<file path="config.mk">
export PLATFORM = sky130hd
export DESIGN_NAME = peripheral_clock_gate_and_dividers
export DESIGN_NICKNAME = d
export VERILOG_FILES = /design/src/include/clk_ctl_pkg.sv /design/src/include/div_if.sv /design/src/hdl/clock_divider.sv /design/src/hdl/peripheral_clock_gate_and_dividers.sv
export VERILOG_INCLUDE_DIRS = /design/src /design/src/include
export SDC_FILE = /design/constraint.sdc
export NUM_CORES = 1
export LEC_CHECK = 0
export ABC_AREA = 1
export CORE_ASPECT_RATIO = 1.2
export CORE_MARGIN = 10
export CORE_UTILIZATION = 40
export CTS_CLUSTER_DIAMETER = 60
export DETAILED_ROUTE_END_ITERATION = 8
export DONT_BUFFER_PORTS = 1
export GPL_TIMING_DRIVEN = 0
export PLACE_DENSITY = 0.65
export SYNTH_ARGS = -nofsm -noshare
export SYNTH_HDL_FRONTEND = slang
export SYNTH_SLANG_ARGS = --single-unit
export TNS_END_PERCENT = 1
</file>
<file path="constraint.sdc">
create_clock -name clk_sys -period 9.9 [get_ports clk_sys]
set_input_delay 1.98 -clock clk_sys [delete_from_list [all_inputs] [get_ports clk_sys]]
set_output_delay 1.98 -clock clk_sys [all_outputs]
set_load 0.005 [all_outputs]
</file>
<file path="src/include/clk_ctl_map.svh">
// Register addresses, field masks and reset values of the clock control block
`ifndef CLK_CTL_MAP_SVH
`define CLK_CTL_MAP_SVH

// ----------------------------------------------------------------
// Register byte addresses
// ----------------------------------------------------------------
`define GATE_ZERO_ADDR 32'h4000_00C0
`define GATE_ONE_ADDR 32'h4000_00C4
`define GATE_ZERO_SET_ADDR 32'h4000_00C8
`define GATE_ONE_SET_ADDR 32'h4000_00CC
`define GATE_ZERO_CLR_ADDR 32'h4000_00D0
`define GATE_ONE_CLR_ADDR 32'h4000_00D4
`define TICK_DIV_ADDR 32'h4000_00E0
`define SYS_DIV_ADDR 32'h4000_0100
`define CONV_DIV_ADDR 32'h4000_0108
`define EXTERNAL_CLOCK_OUTPUT_DIV_ADDR 32'h4000_010C

// ----------------------------------------------------------------
// Implemented gate bits and reset values
// ----------------------------------------------------------------
`define GATE_ZERO_MASK 32'h0CFC_E99A
`define GATE_ONE_MASK 32'h0C40_0607
`define GATE_ZERO_RESET 32'h0000_018B
`define GATE_ONE_RESET 32'h0000_0000

// ----------------------------------------------------------------
// Divider reset values
// ----------------------------------------------------------------
`define TICK_DIV_RESET 8'h00
`define SYS_DIV_RESET 8'h01
`define CONV_DIV_RESET 8'h00
`define EXTERNAL_CLOCK_OUTPUT_DIV_RESET 8'h00

`endif

</file>
<file path="src/include/clk_ctl_pkg.sv">
// Types shared by the clock control block
package clk_ctl_pkg;
    typedef logic [7:0] div_t;
    typedef enum logic [1:0] {
        resp_okay = 2'h0,
        resp_slverr = 2'h2
    } resp_e;
endpackage

</file>
<file path="src/include/div_if.sv">
// Divisor and tick between the register block and one divider
`timescale 1ns/1ps
interface div_if;
    clk_ctl_pkg::div_t divisor;
    logic tick;
    modport ctl (output divisor, input tick);
    modport gen (input divisor, output tick);
endinterface

</file>
<file path="src/hdl/clock_divider.sv">
// One 8-bit clock divider producing a tick enable every N cycles
`timescale 1ns/1ps
module clock_divider (
    // Clock and reset
    input wire logic clk_sys,
    input wire logic rst,
    // Divisor in, tick out
    div_if.gen dv
);
    clk_ctl_pkg::div_t active_q;
    clk_ctl_pkg::div_t active_d;
    clk_ctl_pkg::div_t cnt_q;
    clk_ctl_pkg::div_t cnt_d;
    logic tick_q;
    logic idle;
    logic wrap;

    // ----------------------------------------------------------------
    // Counting, new divisor taken at a period boundary or while stopped
    // ----------------------------------------------------------------
    assign idle = (active_q == 8'h00);
    assign wrap = !idle && (cnt_q == active_q - 8'h01);
    assign active_d = (idle || wrap) ? dv.divisor : active_q;
    assign cnt_d = (idle || wrap) ? 8'h00 : cnt_q + 8'h01;
    assign dv.tick = tick_q;

    always_ff @(posedge clk_sys or posedge rst) begin
        if (rst) begin
            active_q <= 8'h00;
            cnt_q <= 8'h00;
            tick_q <= 1'b0;
        end else begin
            active_q <= active_d;
            cnt_q <= cnt_d;
            tick_q <= wrap;
        end
    end

    // ----------------------------------------------------------------
    // Checks
    // ----------------------------------------------------------------
    a_stopped_quiet: assert property (@(posedge clk_sys) disable iff (rst)
        idle |=> !tick_q)
        else $error("divider ticked while stopped");
    a_tick_cause: assert property (@(posedge clk_sys) disable iff (rst)
        tick_q |-> ($past(active_q) != 8'h00) && ($past(cnt_q) == $past(active_q) - 8'h01))
        else $error("tick not at end of period");
    a_no_short_pulse: assert property (@(posedge clk_sys) disable iff (rst)
        tick_q && (active_q > 8'h01) |=> !tick_q)
        else $error("tick spacing shorter than period");
endmodule

</file>
<file path="src/hdl/peripheral_clock_gate_and_dividers.sv">
// Peripheral clock gates with set and clear companions and four clock dividers
`timescale 1ns/1ps
`include "clk_ctl_map.svh"
module peripheral_clock_gate_and_dividers (
    // Clock and reset
    input wire logic clk_sys,
    input wire logic rst,
    // Write address channel
    input wire logic [31:0] awaddr,
    input wire logic awvalid,
    output logic awready,
    // Write data channel
    input wire logic [31:0] wdata,
    input wire logic [3:0] wstrb,
    input wire logic wvalid,
    output logic wready,
    // Write response channel
    output logic [1:0] bresp,
    output logic bvalid,
    input wire logic bready,
    // Read address channel
    input wire logic [31:0] araddr,
    input wire logic arvalid,
    output logic arready,
    // Read data channel
    output logic [31:0] rdata,
    output logic [1:0] rresp,
    output logic rvalid,
    input wire logic rready,
    // Gate outputs
    output logic [31:0] gate_zero,
    output logic [31:0] gate_one,
    // Divided clock enables
    output logic tick_timer_clk_en,
    output logic sys_clk_en,
    output logic converter_clk_en,
    output logic external_clock_output
);

    // ----------------------------------------------------------------
    // Address decode
    // ----------------------------------------------------------------
    function automatic logic [9:0] reg_decode(input logic [31:0] addr);
        reg_decode = {
            addr == `EXTERNAL_CLOCK_OUTPUT_DIV_ADDR,
            addr == `CONV_DIV_ADDR,
            addr == `SYS_DIV_ADDR,
            addr == `TICK_DIV_ADDR,
            addr == `GATE_ONE_CLR_ADDR,
            addr == `GATE_ZERO_CLR_ADDR,
            addr == `GATE_ONE_SET_ADDR,
            addr == `GATE_ZERO_SET_ADDR,
            addr == `GATE_ONE_ADDR,
            addr == `GATE_ZERO_ADDR
        };
    endfunction

    // ----------------------------------------------------------------
    // Write channel state
    // ----------------------------------------------------------------
    logic awready_q;
    logic awready_d;
    logic wready_q;
    logic wready_d;
    logic aw_held_q;
    logic aw_held_d;
    logic w_held_q;
    logic w_held_d;
    logic [31:0] waddr_q;
    logic [31:0] wdata_q;
    logic [3:0] wstrb_q;
    logic bvalid_q;
    logic bvalid_d;
    logic [1:0] bresp_q;
    logic [1:0] bresp_d;
    logic aw_take;
    logic w_take;
    logic do_write;
    logic [9:0] wsel;
    logic [31:0] wbits;

    assign aw_take = awvalid && awready_q;
    assign w_take = wvalid && wready_q;
    assign do_write = aw_held_q && w_held_q && !bvalid_q;
    assign aw_held_d = (aw_held_q || aw_take) && !do_write;
    assign w_held_d = (w_held_q || w_take) && !do_write;
    assign bvalid_d = do_write || (bvalid_q && !bready);
    assign awready_d = !aw_held_d && !bvalid_d;
    assign wready_d = !w_held_d && !bvalid_d;
    assign wsel = do_write ? reg_decode(waddr_q) : 10'h000;
    assign bresp_d = !do_write ? bresp_q
        : (wsel == 10'h000) ? clk_ctl_pkg::resp_slverr : clk_ctl_pkg::resp_okay;

    // Byte lanes without strobe count as zero
    generate
        for (genvar i = 0; i < 4; i++) begin : g_lane
            assign wbits[i*8 +: 8] = wdata_q[i*8 +: 8] & {8{wstrb_q[i]}};
        end
    endgenerate

    always_ff @(posedge clk_sys or posedge rst) begin
        if (rst) begin
            awready_q <= 1'b0;
            wready_q <= 1'b0;
            aw_held_q <= 1'b0;
            w_held_q <= 1'b0;
            bvalid_q <= 1'b0;
            bresp_q <= 2'h0;
        end else begin
            awready_q <= awready_d;
            wready_q <= wready_d;
            aw_held_q <= aw_held_d;
            w_held_q <= w_held_d;
            bvalid_q <= bvalid_d;
            bresp_q <= bresp_d;
        end
    end

    always_ff @(posedge clk_sys or posedge rst) begin
        if (rst) begin
            waddr_q <= 32'h0000_0000;
            wdata_q <= 32'h0000_0000;
            wstrb_q <= 4'h0;
        end else begin
            if (aw_take) begin
                waddr_q <= awaddr;
            end
            if (w_take) begin
                wdata_q <= wdata;
                wstrb_q <= wstrb;
            end
        end
    end

    // ----------------------------------------------------------------
    // Gate registers with set and clear companions
    // ----------------------------------------------------------------
    logic [31:0] gate_zero_q;
    logic [31:0] gate_zero_d;
    logic [31:0] gate_one_q;
    logic [31:0] gate_one_d;
    logic [31:0] bits_zero;
    logic [31:0] bits_one;

    assign bits_zero = wbits & `GATE_ZERO_MASK;
    assign bits_one = wbits & `GATE_ONE_MASK;
    assign gate_zero_d = wsel[0] ? ((gate_zero_q & ~`GATE_ZERO_MASK) | bits_zero)
        : wsel[2] ? (gate_zero_q | bits_zero)
        : wsel[4] ? (gate_zero_q & ~bits_zero)
        : gate_zero_q;
    assign gate_one_d = wsel[1] ? ((gate_one_q & ~`GATE_ONE_MASK) | bits_one)
        : wsel[3] ? (gate_one_q | bits_one)
        : wsel[5] ? (gate_one_q & ~bits_one)
        : gate_one_q;
    assign gate_zero = gate_zero_q;
    assign gate_one = gate_one_q;

    always_ff @(posedge clk_sys or posedge rst) begin
        if (rst) begin
            gate_zero_q <= `GATE_ZERO_RESET;
            gate_one_q <= `GATE_ONE_RESET;
        end else begin
            gate_zero_q <= gate_zero_d;
            gate_one_q <= gate_one_d;
        end
    end

    // ----------------------------------------------------------------
    // Divider registers and divider instances
    // ----------------------------------------------------------------
    localparam clk_ctl_pkg::div_t DIV_RESET [4] = '{
        `TICK_DIV_RESET, `SYS_DIV_RESET, `CONV_DIV_RESET, `EXTERNAL_CLOCK_OUTPUT_DIV_RESET
    };
    clk_ctl_pkg::div_t div_q [4];
    logic [3:0] tick;

    generate
        for (genvar k = 0; k < 4; k++) begin : g_div
            clk_ctl_pkg::div_t div_d;
            div_if dv ();
            // Only the low byte lane carries the divisor
            assign div_d = (wsel[6 + k] && wstrb_q[0]) ? wdata_q[7:0] : div_q[k];
            assign dv.divisor = div_q[k];
            assign tick[k] = dv.tick;
            always_ff @(posedge clk_sys or posedge rst) begin
                if (rst) begin
                    div_q[k] <= DIV_RESET[k];
                end else begin
                    div_q[k] <= div_d;
                end
            end
            clock_divider u_div (
                .clk_sys(clk_sys),
                .rst(rst),
                .dv(dv.gen)
            );
        end
    endgenerate

    assign tick_timer_clk_en = tick[0];
    assign sys_clk_en = tick[1];
    assign converter_clk_en = tick[2];
    assign external_clock_output = tick[3];

    // ----------------------------------------------------------------
    // Read channel
    // ----------------------------------------------------------------
    logic arready_q;
    logic arready_d;
    logic rvalid_q;
    logic rvalid_d;
    logic [31:0] rdata_q;
    logic [31:0] rdata_d;
    logic [1:0] rresp_q;
    logic [1:0] rresp_d;
    logic ar_take;
    logic [9:0] rsel;
    logic [31:0] rd_mux;

    assign ar_take = arvalid && arready_q;
    assign rsel = reg_decode(araddr);
    assign rvalid_d = ar_take || (rvalid_q && !rready);
    assign arready_d = !rvalid_d;
    // Set and clear registers read as zero, reserved divider bits as zero
    assign rd_mux = ({32{rsel[0]}} & gate_zero_q)
        | ({32{rsel[1]}} & gate_one_q)
        | ({32{rsel[6]}} & {24'h00_0000, div_q[0]})
        | ({32{rsel[7]}} & {24'h00_0000, div_q[1]})
        | ({32{rsel[8]}} & {24'h00_0000, div_q[2]})
        | ({32{rsel[9]}} & {24'h00_0000, div_q[3]});
    assign rdata_d = ar_take ? rd_mux : rdata_q;
    assign rresp_d = !ar_take ? rresp_q
        : (rsel == 10'h000) ? clk_ctl_pkg::resp_slverr : clk_ctl_pkg::resp_okay;

    always_ff @(posedge clk_sys or posedge rst) begin
        if (rst) begin
            arready_q <= 1'b0;
            rvalid_q <= 1'b0;
            rdata_q <= 32'h0000_0000;
            rresp_q <= 2'h0;
        end else begin
            arready_q <= arready_d;
            rvalid_q <= rvalid_d;
            rdata_q <= rdata_d;
            rresp_q <= rresp_d;
        end
    end

    assign awready = awready_q;
    assign wready = wready_q;
    assign bvalid = bvalid_q;
    assign bresp = bresp_q;
    assign arready = arready_q;
    assign rvalid = rvalid_q;
    assign rdata = rdata_q;
    assign rresp = rresp_q;

    // ----------------------------------------------------------------
    // Checks
    // ----------------------------------------------------------------
    a_set_one_bits: assert property (@(posedge clk_sys) disable iff (rst)
        wsel[3] |=> gate_one_q == ($past(gate_one_q) | ($past(wbits) & `GATE_ONE_MASK)))
        else $error("group one set write wrong");
    a_clear_zero_bits: assert property (@(posedge clk_sys) disable iff (rst)
        wsel[4] |=> gate_zero_q == ($past(gate_zero_q) & ~($past(wbits) & `GATE_ZERO_MASK)))
        else $error("group zero clear write wrong");
    a_clear_one_bits: assert property (@(posedge clk_sys) disable iff (rst)
        wsel[5] |=> gate_one_q == ($past(gate_one_q) & ~($past(wbits) & `GATE_ONE_MASK)))
        else $error("group one clear write wrong");
    a_set_zero_bits: assert property (@(posedge clk_sys) disable iff (rst)
        wsel[2] |=> gate_zero_q == ($past(gate_zero_q) | ($past(wbits) & `GATE_ZERO_MASK)))
        else $error("group zero set write wrong");
    a_unused_gate_fixed: assert property (@(posedge clk_sys) disable iff (rst)
        ((gate_zero_q & ~`GATE_ZERO_MASK) == (`GATE_ZERO_RESET & ~`GATE_ZERO_MASK))
        && ((gate_one_q & ~`GATE_ONE_MASK) == 32'h0000_0000))
        else $error("unimplemented gate bit changed");
    a_wo_read_zero: assert property (@(posedge clk_sys) disable iff (rst)
        ar_take && (|rsel[5:2]) && !do_write |=> (rdata_q == 32'h0000_0000)
        && $stable(gate_zero_q) && $stable(gate_one_q))
        else $error("write-only register read not zero");
    a_div_resv_zero: assert property (@(posedge clk_sys) disable iff (rst)
        ar_take && (|rsel[9:6]) |=> rdata_q[31:8] == 24'h00_0000)
        else $error("reserved divider bits not zero");
    a_div_reset_vals: assert property (@(posedge clk_sys) disable iff (rst)
        $past(rst) |-> (div_q[0] == 8'h00) && (div_q[1] == 8'h01)
        && (div_q[2] == 8'h00) && (div_q[3] == 8'h00))
        else $error("divider reset value wrong");
    a_write_resp_time: assert property (@(posedge clk_sys) disable iff (rst)
        aw_take && w_take |=> ##1 bvalid_q)
        else $error("write response late");

    c_set_write: cover property (@(posedge clk_sys) disable iff (rst) wsel[2] || wsel[3]);
    c_clear_write: cover property (@(posedge clk_sys) disable iff (rst) wsel[4] || wsel[5]);
    c_div_read: cover property (@(posedge clk_sys) disable iff (rst) ar_take && (|rsel[9:6]));
    c_sys_tick_run: cover property (@(posedge clk_sys) disable iff (rst)
        sys_clk_en ##1 !sys_clk_en ##2 sys_clk_en);
endmodule

</file>
== Word-level counts from Yosys, hierarchy flattened ==
Index checks and enable logic that the tools add are counted.

* Register bits after elaboration: 271
* Bits of input ports: 107
* Output and inout port bits: 109
* Word-level logic and storage cells: 146

* Add/subtract/negate cells: 8
* Eq/ne operators: 24
* Multiplexer cells: 13
* Bitwise gates (word level): 23
* Reduce and logical (&&, ||, !) cells: 47

{| class="wikitable"
|+ Operators with widths
! cell !! number
|-
| $eq A32 B31 Y1 const B || 20
|-
| $mux W32 || 6
|-
| $or A32 B32 Y32 || 5
|-
| $and A32 B32 Y32 || 4
|-
| $and A32 B8 Y32 || 4
|-
| $or A32 B28 Y32 || 4
|-
| $not A28 Y32 || 2
|-
| $add A8 B1 Y8 const B || 4
|-
| $eq A8 B8 Y1 || 4
|-
| $logic_not A8 Y1 || 4
|-
| $mux W8 || 4
|-
| $sub A8 B1 Y8 const B || 4
|-
| $and A8 B8 Y8 || 3
|-
| $logic_not A10 Y1 || 2
|-
| $logic_and A1 B1 Y1 || 19
|-
| $logic_not A1 Y1 || 12
|-
| $mux W10 || 1
|-
| $logic_or A1 B1 Y1 || 8
|-
| $reduce_bool A3 Y1 || 2
|-
| $and A4 B4 Y4 || 1
|-
| $mux W2 || 2
|}

== Longest topological paths before layout ==
* Depth in word-level cells: 7
* Depth in mapped cells: 15
* Depth with buffers taken out: 14

== Cells and area by module ==
Synthesis repeated with hierarchy kept, for this count alone.

* Cell total of the unflattened synthesis: 1559
* Area, all modules: 11687.5 um2

{| class="wikitable"
|+ By module, submodules not included
! module !! times used !! cells an instance !! area each (um2) !! seq. area each (um2)
|-
| peripheral_clock_gate_and_dividers || 1 || 972 || 7490.9 || 3709.8
|-
| clock_divider at g_div[0].u_div ... || 3 || 147 || 1044.8 || 425.4
|-
| clock_divider at g_div[1].u_div || 1 || 146 || 1062.3 || 425.4
|}

== Worst setup path after synthesis ==
Ideal clock, no wire load.

* Path type: input to register
* From: input araddr[23]
* To: register rresp_q[1] (netlist: rresp[1])
* Library setup time: 0.116 ns
* Arrival time: 2.921 ns
* Required time: 9.784 ns
* Setup slack: 6.863 ns
* Cell stages on the path: 11
* Buffers on the path: 1
* Path through: nor2_1 -> nand2_1 -> nor2_1 -> nand2_1 -> nor2_2 -> buf_2 -> nand4_1 -> nand2_1 -> nor2_1 -> nand2_1 -> nand2_1

* Longest elaborated chain between the ends: 3
* Elaborated cells between the ends (all ways): 12
* Classes of those cells: eq/ne (10); mux (1); reduce/logical (1)

{| class="wikitable"
|+ Ends and longest elaborated chain
! item !! line !! source
|-
| start: declaration || peripheral_clock_gate_and_dividers.sv:22 || <nowiki>input wire logic [31:0] araddr,</nowiki>
|-
| $eq A32 B31 Y1 (no line) || n/a ||
|-
| $logic_not A10 Y1 * || peripheral_clock_gate_and_dividers.sv:233 || <nowiki>: (rsel == 10'h000) ? clk_ctl_pkg::resp_slverr : clk_ctl_pkg::resp_okay;</nowiki>
|-
| $mux W2 * || peripheral_clock_gate_and_dividers.sv:233 ||
|-
| end signal: assignment || peripheral_clock_gate_and_dividers.sv:245 || <nowiki>rresp_q <= rresp_d;</nowiki>
|-
| end: declaration || peripheral_clock_gate_and_dividers.sv:214 || <nowiki>logic [1:0] rresp_q;</nowiki>
|}

Mark *: on every way between the ends. The rest lies on a longest branch, timed or not.
A chain may end at the register's enable or synchronous reset.

== Worst setup path in the final report ==
* From: input araddr[12]
* To: register rresp_q[1] (netlist: rresp[1])

Same word-level chain as after synthesis.

==> results.json <==
{
  "cts_post_setup_buffers_inserted": 0,
  "place_inst": 1876,
  "place.detailed.hpwl_um": 22450,
  "setup.worst_path.class": "input port to flop",
  "power_frac_clock_pct": 35.6,
  "buffers_inverters_on_critical_path": 2,
  "holdCritPathClass": "flop to flop",
  "vdd.ir_drop.worst_mv": 0.1567,
  "final_layout_size_suffix_gt1_share_pct": 11.71,
  "synth_cell_type_count": 35,
  "p_int_mw": 1.634,
  "yosysWarnings": 0,
  "finalSetupViolCount": 0,
  "post_dr_wirelength_cell_um": 15.18,
  "share_comb_of_total_power_pct": 17.0,
  "multi_input_comb_area_mm2": 0.004930,
  "worst_clock_skew_ps": 12.80,
  "setup_repair_after_global_routing_missed_its_margin": "no",
  "initial_antenna_violation_count": 0,
  "timing.critical_path.fanout_max": 10,
  "drt_drc_violations_left": 0,
  "synth_enable_flop_cells": 0,
  "tritoncts_clock_tree": "built",
  "layout.core_utilization_pct": 45.38,
  "areaGrowthSynthToFinish_pct": 12.60,
  "max_slew_margin_pct": 52.19,
  "largest_buffer_count_on_any_clock_path": 3,
  "net-switching-power_uw": 710.2,
  "crit_path_start_kind": "input port",
  "synth-xor-area-share_pct": 2.577,
  "cp.required_ps": 10300,
  "power_leakage_nw": 6.363,
  "postLayoutCellArea_mm2": 0.01263,
  "fill_cells": 2893,
  "yosys-mux-area-fraction_pct": 0,
  "htree_levels": 1,
  "syn-instance-count": 1448,
  "viasPerCell": 4.806,
  "regArea_mm2": 0.005411,
  "dieHeight_um": 203.4,
  "post_synth_most_frequent_cells": "521 x sky130_fd_sc_hd__nand2_1, 211 x sky130_fd_sc_hd__dfrtp_1, 141 x sky130_fd_sc_hd__nor2_1",
  "power.density_mw_per_mm2": 185.6,
  "ys_seq_area_share_pct": 48.24,
  "hold_viol": 0,
  "fin_cells": 1916,
  "rows": 67,
  "die_x_um": 172.9,
  "largest_family_of_logic_cells_by_synthesized_area": "simple AND/OR/NAND/NOR gates",
  "place.gp.congestion": 0.9033,
  "num-nets-final": 1637,
  "critical_path.cell_chain": "inv_1 > nand2_1 > nor2_1 > nand3_1 > nor2_2 > buf_2 > nand4_1 > nand2_1 > nor2_1 > nand2_1 > nand2_1",
  "slew_viol_final": 0,
  "timing.critical_path.arrival_ps": 3620,
  "cts_root_buffer": "sky130_fd_sc_hd__clkbuf_16",
  "period_share_pct": 32.55,
  "crit_path_top_delay_cell": "sky130_fd_sc_hd__nor2_1",
  "grt-ovfl-total": 0,
  "power.share.sequential_pct": 47.4,
  "io_pins": 216,
  "total_power_mw": 2.344,
  "smallest_hold_slack_ps": 479.2,
  "initial_utilization_pct": 40.30,
  "port_buffers": 0,
  "yosys_register_bits": 216,
  "timing.max_cap.violations": 0,
  "grtUsageTotal_pct": 16.02,
  "synth_simple_gate_area_share_pct": 32.56,
  "clk_pin_slew_worst_paths_ps": 60,
  "placeableCoreArea_mm2": 0.02783,
  "synth_top_cell_area_share_pct": 47.07,
  "first_global_vias": 9231,
  "cts_bufs_inserted": 23,
  "cts_repair_resize_count": 0,
  "drt_wl_total_um": 29090,
  "cts.sink_count": 216,
  "max_clock_freq_mhz": 310.3,
  "synth_ff_type": "sky130_fd_sc_hd__dfrtp_1",
  "post-synth-top-count-cell": "sky130_fd_sc_hd__nand2_1",
  "synth-async-reset-ratio_pct": 100.0,
  "syn_area_per_cell_um2": 7.747,
  "post_synth_instance_area_mm2": 0.01122,
  "cp_slowest_stage_delay_ps": 360,
  "drtPass1Iterations": 4,
  "largest_net_degree_at_the_start_of_global_routing": 118,
  "setup_total_negative_slack_ps": 0,
  "grt_pass1_wl_um": 47260,
  "placement.cell_area_mm2": 0.01191,
  "crit_family": "simple AND/OR/NAND/NOR gates",
  "swShare_pct": 30.30,
  "postCtsHoldBufs": 0,
  "die-area_mm2": 0.03517,
  "route.antenna.remaining_nets": 0,
  "worstSetupEndpointType": "flop",
  "first_iter_violations": 465,
  "synth-compound-area-share_pct": 6.247,
  "crit_top_cell": "sky130_fd_sc_hd__nand2_1",
  "final_period_minus_worst_setup_slack_ps": 3223,
  "dr_total_vias": 9209,
  "post_synth_fa_ha_maj_area_fraction_pct": 0.8924,
  "diodes": 0,
  "ys_top_cells_by_area": "sky130_fd_sc_hd__dfrtp_1 47%, sky130_fd_sc_hd__nand2_1 17%, sky130_fd_sc_hd__nand3_1 5.7%",
  "worst_slack_ps": 6677,
  "detailedPlace.worstSlack_ps": 6124,
  "tightest_pin_transition_ps": 717.2,
  "clk-insertion-delay-late_ps": 510,
  "outcome": "finished, final reports clean",
  "synth_top_area_cell": "sky130_fd_sc_hd__dfrtp_1"
}
-- routing by layer --
layer  vias to the layer above  part of all wire [%]  GRT usage [%]
met4                         0                   2.4          4.595
met2                       239                    50          28.56
met3                        51                   7.8          5.031
met1                      4298                    40          18.10
met5                         -                     0              0
li1                       4621                     -              -
-- final timing paths --
kind	startpoint	endpoint	slack, ps	depth (start not counted)
max	araddr[12]	rresp[1]$_DFFE_PP0P_	6680	11
min	wdata_q[9]$_DFFE_PP0P_	wdata_q[9]$_DFFE_PP0P_	480	2
max reg2reg	g_div[0].u_div.active_q[0]$_DFFE_PP0P_	g_div[0].u_div.active_q[1]$_DFFE_PP0P_	7920	12
min reg2reg	wdata_q[9]$_DFFE_PP0P_	wdata_q[9]$_DFFE_PP0P_	480	2
max in group asynchronous	rst	rdata[27]$_DFFE_PP0P_	7480	2
min in group asynchronous	rst	g_div[0].u_div.cnt_q[4]$_DFF_PP0_	1400	1
-- layout make-up --
class | count | area share [%]
clock inverter | 3 | 0.3665
clock buffer | 37 | 5.369
timing repair buffer | 1 | 0.2179
multi-input combinational | 1073 | 39.03
tap | 379 | 3.754
sequential | 216 | 42.84
inverter | 120 | 3.626
buffer | 87 | 4.794
-- logic make-up after synthesis --
| logic type | count (synthesis) |
|---|---|
| adders and majority gates | 8 |
| AOI/OAI and AO/OA | 124 |
| and+or+nand+nor | 858 |
| xor gates and xnor gates | 33 |
| buffers and inverters | 207 |
| other | 2 |
| DFF | 216 |
-- tightest hold or removal path: cells and delay by family, from the launching register on --
family / cells / cell delay [ps]
flip-flops: 1 / 340
AND/OR/NAND/NOR: 2 / 110
-- power by group through the flow --
| stage | sequential [mW] | combinational [mW] | clock, mW |
|---|---|---|---|
| after CTS | 1.11 | 0.404 | 0.854 |
| after global routing | 1.13 | 0.465 | 0.891 |
| after floorplan | 1.10 | 0.306 | 0 |
| after global placement | 1.12 | 0.389 | 0 |
| final | 1.11 | 0.398 | 0.836 |
| after detailed placement | 1.13 | 0.400 | 0 |
-- cell usage in the layout (no fill, tap or decap), drive strengths merged, types with 6 or more instances in the layout --
master / count
nand2: 534
dfrtp: 211
nor2: 164
nand3: 138
inv: 119
o21ai: 99
buf: 72
clkbuf: 53
conb: 50
xnor2: 17
xor2: 16
nor3: 10
a21oi: 10
o22ai: 8
ha: 8
nand4: 7
a31oi: 6
Power figures use the tool's default switching activity.
